[src/hdl/adc_cal_defines.svh]
`ifndef ADC_CAL_DEFINES_SVH
`define ADC_CAL_DEFINES_SVH

// clock and timing
`define CLK_PERIOD_NS 4
`define TRACK_TIME_NS 300
`define TRACK_CYCLES ((`TRACK_TIME_NS + `CLK_PERIOD_NS - 1) / `CLK_PERIOD_NS)
`define SETTLE_CYCLES 4

// converter and arithmetic widths
`define SAR_WIDTH 12
`define SUM_WIDTH 18
`define AVG_CNT_W 6
`define REM_W 7
`define STEP_W 5
`define DIV_LAST_STEP 5'h11
`define IRQ_W 2
`define APB_ADDR_W 12

// register indices, byte address is four times the index
`define CAL_CTRL_IDX 8'hf5
`define IRQ_STATUS_IDX 8'hf6
`define IRQ_MASK_IDX 8'hf7
`define CONV_CTRL_IDX 8'hf8
`define CONV_RESULT_IDX 8'hf9
`define OFFSET_COEF_IDX 8'hfa
`define GAIN_COEF_IDX 8'hfb

// calibration control fields
`define CAL_CTRL_RESET 8'h00
`define BUSY_BIT 7
`define GAIN_DIS_BIT 6
`define AVG_HI_BIT 5
`define AVG_LO_BIT 4
`define CAL_ARM_BIT 2
`define CAL_TYPE_BIT 1
`define CAL_START_BIT 0

// averaging counts per select code
`define AVG_COUNT_00 6'h0f
`define AVG_COUNT_01 6'h01
`define AVG_COUNT_10 6'h1f
`define AVG_COUNT_11 6'h3f

// interrupt and conversion control fields
`define IRQ_CAL_DONE_BIT 0
`define IRQ_CONV_DONE_BIT 1
`define CONV_START_BIT 0

`endif

[src/hdl/adc_cal_pkg.sv]
`include "adc_cal_defines.svh"

package adc_cal_pkg;

   typedef enum logic [2:0]
   {
      ST_IDLE = 3'b000,
      ST_CONV = 3'b001,
      ST_CAL_RUN = 3'b010,
      ST_CAL_DIV = 3'b011,
      ST_FINISH = 3'b100
   } ctrl_state_t;

   typedef enum logic [1:0]
   {
      SAR_IDLE = 2'b00,
      SAR_TRACK = 2'b01,
      SAR_TRIAL = 2'b10
   } sar_phase_t;

   typedef struct packed {
      ctrl_state_t state;
      logic gain_dis;
      logic [1:0] avg_sel;
      logic cal_arm;
      logic cal_type;
      logic cal_start;
      logic busy;
      logic ref_sel;
      logic cal_active;
      logic conv_req;
      logic [`AVG_CNT_W-1:0] reads;
      logic [`SUM_WIDTH-1:0] sum;
      logic [`REM_W-1:0] rem;
      logic [`STEP_W-1:0] steps;
      logic [`SAR_WIDTH-1:0] result;
      logic [`SAR_WIDTH-1:0] offset_coef;
      logic [`SAR_WIDTH-1:0] gain_coef;
      logic [`IRQ_W-1:0] irq_status;
      logic [`IRQ_W-1:0] irq_mask;
      logic irq;
      logic [31:0] prdata;
      logic pready;
      logic pslverr;
   } ctrl_regs_t;

endpackage

[src/hdl/sar_converter.sv]
`timescale 1ns/1ns
`include "adc_cal_defines.svh"

module sar_converter
   import adc_cal_pkg::*;
#(
   parameter int unsigned WIDTH = `SAR_WIDTH,
   parameter int unsigned TRACK_CYCLES = `TRACK_CYCLES,
   parameter int unsigned SETTLE_CYCLES = `SETTLE_CYCLES
)
(
   input wire logic clock_in,
   input wire logic sys_rst_in,
   input wire logic start_in,
   input wire logic cmp_in,
   output logic track_out,
   output logic [WIDTH-1:0] code_out,
   output logic [WIDTH-1:0] result_out,
   output logic done_out
);

   localparam int unsigned CNT_W = $clog2(TRACK_CYCLES + SETTLE_CYCLES + 1);
   localparam int unsigned IDX_W = $clog2(WIDTH);

   typedef struct packed {
      sar_phase_t phase;
      logic [CNT_W-1:0] cnt;
      logic [IDX_W-1:0] bit_idx;
      logic [WIDTH-1:0] code;
      logic [WIDTH-1:0] result;
      logic done;
      logic track;
      logic s1;
      logic s2;
      logic s3;
      logic cmp_f;
   } sar_regs_t;

   sar_regs_t q;
   sar_regs_t d;

   always_comb
   begin
      logic [WIDTH-1:0] trial;
      trial = q.code;
      d = q;
      d.done = 1'b0;
      // comparator is asynchronous to the clock; settle time must cover the filter delay
      d.s1 = cmp_in;
      d.s2 = q.s1;
      d.s3 = q.s2;
      if (q.s2 == q.s3)
      begin
         d.cmp_f = q.s3;
      end
      case (q.phase)
         SAR_IDLE:
         begin
            if (start_in)
            begin
               d.phase = SAR_TRACK;
               d.track = 1'b1;
               d.cnt = '0;
               d.code = '0;
            end
         end
         SAR_TRACK:
         begin
            if (q.cnt == CNT_W'(TRACK_CYCLES - 1))
            begin
               d.phase = SAR_TRIAL;
               d.track = 1'b0;
               d.cnt = '0;
               d.bit_idx = IDX_W'(WIDTH - 1);
               d.code = {1'b1, {(WIDTH-1){1'b0}}};
            end
            else
            begin
               d.cnt = q.cnt + 1'b1;
            end
         end
         SAR_TRIAL:
         begin
            if (q.cnt == CNT_W'(SETTLE_CYCLES - 1))
            begin
               // decide on the value the filter agrees on this cycle, saving a settle cycle
               if (!d.cmp_f)
               begin
                  trial[q.bit_idx] = 1'b0;
               end
               d.cnt = '0;
               if (q.bit_idx == '0)
               begin
                  d.result = trial;
                  d.done = 1'b1;
                  d.phase = SAR_IDLE;
               end
               else
               begin
                  trial[q.bit_idx - 1'b1] = 1'b1;
                  d.bit_idx = q.bit_idx - 1'b1;
               end
               d.code = trial;
            end
            else
            begin
               d.cnt = q.cnt + 1'b1;
            end
         end
         default:
         begin
            d.phase = SAR_IDLE;
         end
      endcase
   end

   always_ff @(posedge clock_in)
   begin
      if (sys_rst_in)
      begin
         q <= '0;
      end
      else
      begin
         q <= d;
      end
   end

   assign track_out = q.track;
   assign code_out = q.code;
   assign result_out = q.result;
   assign done_out = q.done;
endmodule

[src/hdl/adc_calibration_control.sv]
// Added by the designer: register access over APB and the placing of the registers.
`timescale 1ns/1ns
`include "adc_cal_defines.svh"

// Behaviour
// - busy reads high during any conversion or calibration, clears itself at the end
// - gain calibration runs when disable bit is 0, is skipped when 1
// - calibration averages 15, 1, 31 or 63 readings per select code 00..11
// - type bit 0 selects offset calibration, 1 selects gain calibration
// - software sets start bit to calibrate; hardware clears it on completion
// - each conversion tracks, then holds; timed internally; final code latched as result
// - calibration control sits at index f5, resets to 00, not bit addressable
module adc_calibration_control
   import adc_cal_pkg::*;
#(
   parameter int unsigned TRACK_CYCLES = `TRACK_CYCLES,
   parameter int unsigned SETTLE_CYCLES = `SETTLE_CYCLES
)
(
   input wire logic clock_in,
   input wire logic sys_rst_in,
   input wire logic psel_in,
   input wire logic penable_in,
   input wire logic pwrite_in,
   input wire logic [`APB_ADDR_W-1:0] paddr_in,
   input wire logic [31:0] pwdata_in,
   output logic [31:0] prdata_out,
   output logic pready_out,
   output logic pslverr_out,
   output logic irq_out,
   input wire logic cmp_in,
   output logic track_out,
   output logic [`SAR_WIDTH-1:0] sar_code_out,
   output logic ref_sel_out,
   output logic cal_active_out
);

   localparam logic [9:0] A_CTRL = {2'b00, `CAL_CTRL_IDX};
   localparam logic [9:0] A_STATUS = {2'b00, `IRQ_STATUS_IDX};
   localparam logic [9:0] A_MASK = {2'b00, `IRQ_MASK_IDX};
   localparam logic [9:0] A_CONV = {2'b00, `CONV_CTRL_IDX};
   localparam logic [9:0] A_RESULT = {2'b00, `CONV_RESULT_IDX};
   localparam logic [9:0] A_OFFSET = {2'b00, `OFFSET_COEF_IDX};
   localparam logic [9:0] A_GAIN = {2'b00, `GAIN_COEF_IDX};

   ctrl_regs_t q;
   ctrl_regs_t d;
   logic sar_done;
   logic [`SAR_WIDTH-1:0] sar_result;
   logic [9:0] word_idx;
   logic setup;
   logic apb_wr;
   logic hit_ctrl;
   logic cal_take;
   logic conv_take;
   logic [7:0] ctrl_byte;

   function automatic logic [`AVG_CNT_W-1:0] avg_count(input logic [1:0] sel);
      case (sel)
         2'b00: avg_count = `AVG_COUNT_00;
         2'b01: avg_count = `AVG_COUNT_01;
         2'b10: avg_count = `AVG_COUNT_10;
         default: avg_count = `AVG_COUNT_11;
      endcase
   endfunction

   sar_converter #(
      .WIDTH(`SAR_WIDTH),
      .TRACK_CYCLES(TRACK_CYCLES),
      .SETTLE_CYCLES(SETTLE_CYCLES)
   ) u_sar (
      .clock_in(clock_in),
      .sys_rst_in(sys_rst_in),
      .start_in(q.conv_req),
      .cmp_in(cmp_in),
      .track_out(track_out),
      .code_out(sar_code_out),
      .result_out(sar_result),
      .done_out(sar_done)
   );

   assign word_idx = paddr_in[`APB_ADDR_W-1:2];
   assign setup = psel_in & ~penable_in;
   // a write lands only at the access edge of a decoded address
   assign apb_wr = psel_in & penable_in & q.pready & pwrite_in & ~q.pslverr;
   assign hit_ctrl = apb_wr & (word_idx == A_CTRL);
   // control writes are ignored while a cycle runs, so settings cannot shift mid-calibration
   assign cal_take = hit_ctrl & (q.state == ST_IDLE) & pwdata_in[`CAL_START_BIT];
   assign conv_take = apb_wr & (word_idx == A_CONV) & (q.state == ST_IDLE)
                      & pwdata_in[`CONV_START_BIT];
   // reserved bit 3 always reads zero
   assign ctrl_byte = {q.busy, q.gain_dis, q.avg_sel, 1'b0, q.cal_arm, q.cal_type,
                       q.cal_start};

   always_comb
   begin
      logic [31:0] rdata;
      logic hit;
      logic [`IRQ_W-1:0] ev;
      logic [`IRQ_W-1:0] clr;
      logic [`REM_W-1:0] rem_sh;
      logic [`REM_W-1:0] div;
      logic qbit;
      rdata = 32'h00000000;
      hit = 1'b1;
      ev = '0;
      clr = '0;
      rem_sh = {q.rem[`REM_W-2:0], q.sum[`SUM_WIDTH-1]};
      div = {1'b0, avg_count(q.avg_sel)};
      qbit = 1'b0;
      d = q;
      d.conv_req = 1'b0;

      // read data is captured in the setup cycle, answered in the first access cycle
      case (word_idx)
         A_CTRL: rdata = {24'h000000, ctrl_byte};
         A_STATUS: rdata = {30'h00000000, q.irq_status};
         A_MASK: rdata = {30'h00000000, q.irq_mask};
         A_CONV: rdata = {31'h00000000, q.state == ST_CONV};
         A_RESULT: rdata = {20'h00000, q.result};
         A_OFFSET: rdata = {20'h00000, q.offset_coef};
         A_GAIN: rdata = {20'h00000, q.gain_coef};
         default: hit = 1'b0;
      endcase
      d.pready = setup;
      d.pslverr = setup & ~hit;
      if (setup)
      begin
         d.prdata = hit ? rdata : 32'h00000000;
      end

      if (apb_wr && word_idx == A_MASK)
      begin
         d.irq_mask = pwdata_in[`IRQ_W-1:0];
      end
      if (apb_wr && word_idx == A_STATUS)
      begin
         clr = pwdata_in[`IRQ_W-1:0];
      end
      if (hit_ctrl && q.state == ST_IDLE)
      begin
         d.gain_dis = pwdata_in[`GAIN_DIS_BIT];
         d.avg_sel = {pwdata_in[`AVG_HI_BIT], pwdata_in[`AVG_LO_BIT]};
         d.cal_arm = pwdata_in[`CAL_ARM_BIT];
         d.cal_type = pwdata_in[`CAL_TYPE_BIT];
      end

      case (q.state)
         ST_IDLE:
         begin
            if (cal_take)
            begin
               d.cal_start = 1'b1;
               d.busy = 1'b1;
               if (pwdata_in[`CAL_TYPE_BIT] && pwdata_in[`GAIN_DIS_BIT])
               begin
                  d.state = ST_FINISH;
               end
               else
               begin
                  d.state = ST_CAL_RUN;
                  d.cal_active = 1'b1;
                  d.ref_sel = pwdata_in[`CAL_TYPE_BIT];
                  d.reads = '0;
                  d.sum = '0;
                  d.conv_req = 1'b1;
               end
            end
            else if (conv_take)
            begin
               d.state = ST_CONV;
               d.busy = 1'b1;
               d.conv_req = 1'b1;
            end
         end
         ST_CONV:
         begin
            if (sar_done)
            begin
               d.result = sar_result;
               d.busy = 1'b0;
               d.state = ST_IDLE;
               ev[`IRQ_CONV_DONE_BIT] = 1'b1;
            end
         end
         ST_CAL_RUN:
         begin
            if (sar_done)
            begin
               d.sum = q.sum + {{(`SUM_WIDTH-`SAR_WIDTH){1'b0}}, sar_result};
               d.reads = q.reads + 6'h01;
               if (d.reads == avg_count(q.avg_sel))
               begin
                  d.state = ST_CAL_DIV;
                  d.steps = '0;
                  d.rem = '0;
               end
               else
               begin
                  d.conv_req = 1'b1;
               end
            end
         end
         ST_CAL_DIV:
         begin
            // restoring divide, one quotient bit per cycle, quotient shifts into sum
            if (rem_sh >= div)
            begin
               d.rem = rem_sh - div;
               qbit = 1'b1;
            end
            else
            begin
               d.rem = rem_sh;
            end
            d.sum = {q.sum[`SUM_WIDTH-2:0], qbit};
            d.steps = q.steps + 5'h01;
            if (q.steps == `DIV_LAST_STEP)
            begin
               d.state = ST_FINISH;
            end
         end
         ST_FINISH:
         begin
            if (q.cal_active)
            begin
               if (q.cal_type)
               begin
                  d.gain_coef = q.sum[`SAR_WIDTH-1:0];
               end
               else
               begin
                  d.offset_coef = q.sum[`SAR_WIDTH-1:0];
               end
            end
            d.cal_active = 1'b0;
            d.cal_start = 1'b0;
            d.busy = 1'b0;
            d.state = ST_IDLE;
            ev[`IRQ_CAL_DONE_BIT] = 1'b1;
         end
         default:
         begin
            d.state = ST_IDLE;
            d.busy = 1'b0;
         end
      endcase

      // a completion in the same cycle as its clear stays set
      d.irq_status = (q.irq_status & ~clr) | ev;
      d.irq = |(d.irq_status & d.irq_mask);
   end

   always_ff @(posedge clock_in)
   begin
      if (sys_rst_in)
      begin
         q <= '0;
      end
      else
      begin
         q <= d;
      end
   end

   assign prdata_out = q.prdata;
   assign pready_out = q.pready;
   assign pslverr_out = q.pslverr;
   assign irq_out = q.irq;
   assign ref_sel_out = q.ref_sel;
   assign cal_active_out = q.cal_active;
endmodule

[config.mk]
export PLATFORM = sky130hd
export DESIGN_NAME = adc_calibration_control
export DESIGN_NICKNAME = d
export VERILOG_FILES = /design/src/hdl/adc_cal_pkg.sv /design/src/hdl/sar_converter.sv /design/src/hdl/adc_calibration_control.sv
export VERILOG_INCLUDE_DIRS = /design/src /design/src/hdl
export SDC_FILE = /design/constraint.sdc
export NUM_CORES = 1
export LEC_CHECK = 0
export ABC_AREA = 1
export ABC_CLOCK_PERIOD_IN_PS = 2020
export BUFFER_PORTS_ARGS = -buffer_cell sky130_fd_sc_hd__clkbuf_2
export CAP_MARGIN = 20
export CORE_MARGIN = 2
export CORE_UTILIZATION = 59
export DETAILED_ROUTE_END_ITERATION = 8
export PLACE_DENSITY = 0.81
export SLEW_MARGIN = 20
export SYNTH_ARGS = -nofsm -noshare
export SYNTH_HDL_FRONTEND = slang
export SYNTH_HIERARCHICAL = 1
export SYNTH_SLANG_ARGS = --single-unit
[constraint.sdc]
create_clock -name clock_in -period 2.02 [get_ports clock_in]
set_input_delay 0 -clock clock_in [delete_from_list [all_inputs] [get_ports clock_in]]
set_output_delay 0 -clock clock_in [all_outputs]
set_load 0.005 [all_outputs]
# Yosys cells after proc, flatten, opt, wreduce, memory -nomap -nowiden
# Index checks and enable logic that the tools add are counted.
[totals]
out_inout_bits = 50
elab_cells = 208
in_bits = 50
register_bits = 166
[op_classes]
reduce_logical = 38
bitwise_logic = 27
eq_ne = 32
add_sub_neg = 6
mux = 66
magnitude_cmp = 5
[op_table]
columns = ["op", "n"]
rows = [
  ["$pmux 12 s7", 1],
  ["$mux 12", 6],
  ["$eq 10x8->1 const B", 7],
  ["$pmux 18 s3", 1],
  ["$mux 37", 1],
  ["$pmux 12 s3", 1],
  ["$mux 32", 1],
  ["$mux 29", 1],
  ["$mux 26", 1],
  ["$mux 24", 1],
  ["$reduce_and 3->1", 8],
  ["$pmux 11 s2", 1],
  ["$mux 3", 7],
  ["$pmux 7 s3", 1],
  ["$reduce_and 4->1", 5],
  ["$add 18x12->18", 1],
  ["$mux 1", 18],
  ["$mux 6", 3],
  ["$pmux 6 s3", 1],
  ["$mux 16", 1],
  ["$mux 7", 2],
  ["$pmux 7 s2", 1],
  ["$mux 13", 1],
  ["$and 1x1->1", 12],
  ["other kinds (48)", 91],
]

# Longest topological paths before layout
[depth]
ltp_word = 13
ltp_mapped = 14
mapped_depth_nobuf = 14

# By module
# Netlist, hierarchy kept.
[by_module_without_submodules]
columns = ["module", "seq_area_each_um2", "n_inst", "area_per_inst_um2", "cells_per_inst"]
rows = [
  ["adc_calibration_control", 2062.0, 1, 6202.2, 942],
  ["sar_converter", 860.8, 1, 2334.7, 331],
]

# Worst setup path after synthesis
# OpenSTA, ideal clock, no wires.
[synth_timing]
path_kind = "register to register"
startpoint = "register q (netlist bit ctrl_byte[5])"
endpoint = "register q[80] (netlist name)"
n_path_buf = 0
arrival_time_ps = 1735
setup_time_ps = 132
required_time_ps = 1888
synth_period_minus_slack_ps = 1867
stages_incl_launch_ff = 12
slack_ps = 153
cell_sequence = "dfxtp_1 inv_1 nand2_1 inv_1 ha_1 nand3_1 nand3_1 nand4_1 nand3_1 nand2_1 nand3_1 a21oi_1"
[synth_between]
elab_chain_cells = 7
word_cells_on_any_way = 12
cone_classes = "1 x order compare; 4 x eq/ne; 5 x mux; 2 x reduce/logical"
[synth_lines]
columns = ["element", "line_no", "source"]
rows = [
  ["start: declaration", "adc_calibration_control.sv:46", "ctrl_regs_t q;"],
  ["start signal: assignment", "adc_calibration_control.sv:258", "q <= '0;"],
  ["start signal: assignment", "adc_calibration_control.sv:262", "q <= d;"],
  ["$eq 2x2->1 (tied with other cells)", "adc_calibration_control.sv:59", "case (sel)"],
  ["$pmux 6 s3 *", "adc_calibration_control.sv:59", ""],
  ["branches (longest 5 deep; another with $ge 7x6->1)", "-", ""],
]
# Mark *: on every way between the ends. The select of a mux whose other input is x is not followed.
# A chain may end at the register's enable or synchronous reset.

# Worst setup path in the final report
[layout_timing]
startpoint = "register q[122] (netlist name)"
endpoint = "register q[111] (netlist name)"
[layout_between]
elab_chain_cells = 6
word_cells_on_any_way = 9
cone_classes = "1 x eq/ne; 3 x mux; 4 x bitwise; 1 x reduce/logical"
[layout_lines]
columns = ["element", "line_no", "source"]
rows = [
  ["$logic_not 3->1", "adc_calibration_control.sv:88, adc_calibration_control.sv:89, adc_calibration_control.sv:148", ""],
  ["$and 1x1->1 (2 in series)", "adc_calibration_control.sv:89", "assign conv_take = apb_wr & (word_idx == A_CONV) & (q.state == ST_IDLE)"],
  ["$mux 1", "adc_calibration_control.sv:169", "else if (conv_take)"],
  ["$mux 1", "adc_calibration_control.sv:151", "if (cal_take)"],
  ["$pmux 7 s2 *", "adc_calibration_control.sv:148", "case (q.state)"],
]
# Mark *: on every way between the ends. The rest lies on a longest branch, timed or not.

==> results.json <==
{
  "leakagePower_uw": 0.00427,
  "setup_viol": 0,
  "max_stage_delay_ns": 0.40,
  "chipHeight_um": 124,
  "hold_class": "input port to register",
  "synth_edf_count": 0,
  "start_util_pct": 61.0,
  "ant_nets": 0,
  "wl_per_cell_um": 13.6,
  "drc": 0,
  "vias_per_cell": 5.39,
  "yosysMostFrequentCell": "nand2_1",
  "p_seq_share_pct": 38.5,
  "port_buffers": 51,
  "cpMaxStageDelayCell": "dfxtp_1",
  "slew_violations": 0,
  "ir_drop_v": 0.000918,
  "cts_tree": "yes",
  "p_sw_uw": 2630,
  "area_growth_pct": 11.6,
  "drt_iter0_drc": 769,
  "design.core.area_sq_mm": 0.0140,
  "grt_pass1_wl_um": 33600,
  "cts_sinks": 146,
  "status": "finished, final reports clean",
  "cp_cell_sequence": "inv_1, nor2_4, inv_2, nor2_4, inv_2, nor2_4, buf_4, nand2_1, a31oi_1",
  "yosysSeqAreaShare_pct": 34.2,
  "track_usage_pct": 25.9,
  "ys_seq_elements": 146,
  "yosysTopAreaCell": "dfxtp_1",
  "worst-path-buf-inv": 4,
  "grt_max_degree": 42,
  "pwr-share-comb_pct": 21.5,
  "cts_max_level": 4,
  "dp_cells": 1469,
  "yosysTopAreaCellShare_pct": 34.2,
  "cp.arrival_ns": 2.15,
  "clock_path_buffers": 2,
  "finalCritPeriodShare_pct": 92.5,
  "netlist_area_sq_mm": 0.00854,
  "nets": 1401,
  "crit_type": "register to register",
  "worstPathRequired_ns": 2.31,
  "critPathTopFamily": "simple AND/OR/NAND/NOR gates",
  "die_width_um": 124,
  "layout_min_cycle_time_ns": 1.87,
  "netlist_top_cells_count": "nand2_1, inv_1, dfxtp_1",
  "ys_types": 46,
  "cp_max_fo": 7,
  "routed_wl_um": 20500,
  "die-area_sq_mm": 0.0154,
  "numCtsBuffers": 17,
  "fin_cells": 1511,
  "cellInternalPower_uw": 5320,
  "swShare_pct": 33.0,
  "start_kind": "register",
  "p_per_area_mw_per_mm2": 834,
  "tns_ns": 0,
  "antenna_found_initial": 0,
  "rsz0062_at_grt": "no",
  "hpwl_um": 14900,
  "synthArstFlopShare_pct": 0,
  "drive_gt1_share_pct": 13.1,
  "gp_congestion": 0.940,
  "synth_warnings": 6,
  "end_kind": "register",
  "finalClockSkew_ns": 0.0132,
  "finalHoldViolCount": 0,
  "syn_inst": 1273,
  "clock_latency_ns": 0.43,
  "root_buffer": "clkbuf_16",
  "dr.pass1.iters": 5,
  "vias": 8139,
  "crit_top_cell": "nor2_4",
  "cap_violations": 0,
  "cts.clk_slew.worst_paths_ns": 0.07,
  "fmax_mhz": 535,
  "ys.flop_type": "dfxtp_1",
  "diodes": 0,
  "ys_top_cells_by_area": "dfxtp_1, nand2_1, a21oi_1",
  "grt_pass1_vias": 7270,
  "rows": 43,
  "pwr-share-clk_pct": 39.9,
  "overflow": 0,
  "ios": 100,
  "postSynthAreaPerCell_sq_um": 6.71
}
[tightest hold or removal path: stages]
cell and delay (ns):
clkbuf_2 0.09, nor2_1 0.04, buf_4 0.17, nand2_1 0.07
a21oi_1 0.05
[power groups by stage]
| stage | clock [uW] | sequential (uW) | combinational, uW |
|---|---|---|---|
| 2_1_floorplan | 0 | 3110 | 1270 |
| 3_5_place_dp | 0 | 3130 | 1580 |
| 3_3_place_gp | 0 | 3120 | 1540 |
| 6_report | 3170 | 3060 | 1710 |
| 5_1_grt | 3320 | 3070 | 1890 |
| 4_1_cts | 3200 | 3060 | 1600 |
[logic make-up (layout without fill, tap and decap cells)]
| kind of cell | count (synthesis) | count (layout) | share of synthesized area, % |
|---|---|---|---|
| AND/OR/NAND/NOR | 570 | 570 | 29.4 |
| buffers and inverters | 267 | 306 | 14.8 |
| AO/OA/AOI/OAI | 248 | 248 | 15.6 |
| flip-flops | 146 | 146 | 34.2 |
| adder cells (fa/ha/maj) | 33 | 33 | 5.01 |
| XOR/XNOR | 8 | 8 | 0.821 |
| other | 1 | 20 | 0.0439 |
[metal layers]
layer	global-route usage, %	wire (um)
met5	0	0
met4	9.65	522
met1	33.1	9180
met2	43.0	9620
met3	5.54	1220
[state kept, by name, summed over array words and instances, names as in the netlist]
register,flops
irq_out,1
u_sar/track_out,1
u_sar/result_out,12
u_sar/code_out,12
prdata_out,12
ref_sel_out,1
u_sar/d,2
pslverr_out,1
q,79
ctrl_byte,7
u_sar/done_out,1
cal_active_out,1
pready_out,1
u_sar/q,15
[area by class of cell]
type,instances,area [sq um]
flip-flops and latches,146,2930
repair buffers,101,676
clock buffers,17,425
fillers,1164,4460
inverters,173,652
well taps,180,225
clock inverters,15,170
multi-input cells,879,4460
[through the flow]
stage	power, uW	instance area [sq um]	setup WS [ns]	hold slack, ns	util [%]
after floorplan	4380	8610	0.153	0.107	-
after global placement	4670	8780	0.111	0.195	62.8
after detailed placement	4710	8780	0.0864	0.198	62.8
after CTS	7860	9460	0.0563	0.0249	67.6
after global routing	8280	9530	0.0211	0.0571	68.1
final	7950	9530	0.152	0.0355	68.1
[worst paths after layout]
path | from | end | slack, ns | cells after the start
worst max-delay path | q[122] | q[111] | 0.15 | 9
worst min-delay path | penable_in | prdata_out[10] | 0.04 | 5
worst max register to register | q[122] | q[111] | 0.15 | 9
worst min register to register | u_sar/d[2] | u_sar/d[1] | 0.40 | 2
[cells in the final DEF (no fill, tap or decap), types with 5 or more instances in the layout]
| master | instances |
|---|---|
| conb_1 | 20 |
| nor2_2 | 7 |
| nand3_1 | 86 |
| nor3_1 | 11 |
| xor2_1 | 7 |
| clkbuf_16 | 17 |
| inv_1 | 166 |
| o31ai_1 | 5 |
| a21oi_1 | 130 |
| o21ai_1 | 10 |
| buf_4 | 40 |
| dfxtp_1 | 144 |
| nand2_1 | 313 |
| nor2_4 | 7 |
| inv_2 | 6 |
| o21ai_0 | 73 |
| o221ai_1 | 5 |
| nor2_1 | 95 |
| nand2_2 | 6 |
| ha_1 | 28 |
| dlygate4sd3_1 | 8 |
| clkbuf_2 | 51 |
| nand4_1 | 27 |
[repair_timing]
action                                  in CTS  in global routing
gates resized for setup                      0                 16
endpoints found under the hold margin       18                  0
setup buffers                                0                  2
endpoints found under the setup margin       0                 30
hold buffers                                 8                  0
Note: power is estimated with default switching activity, not from simulation.
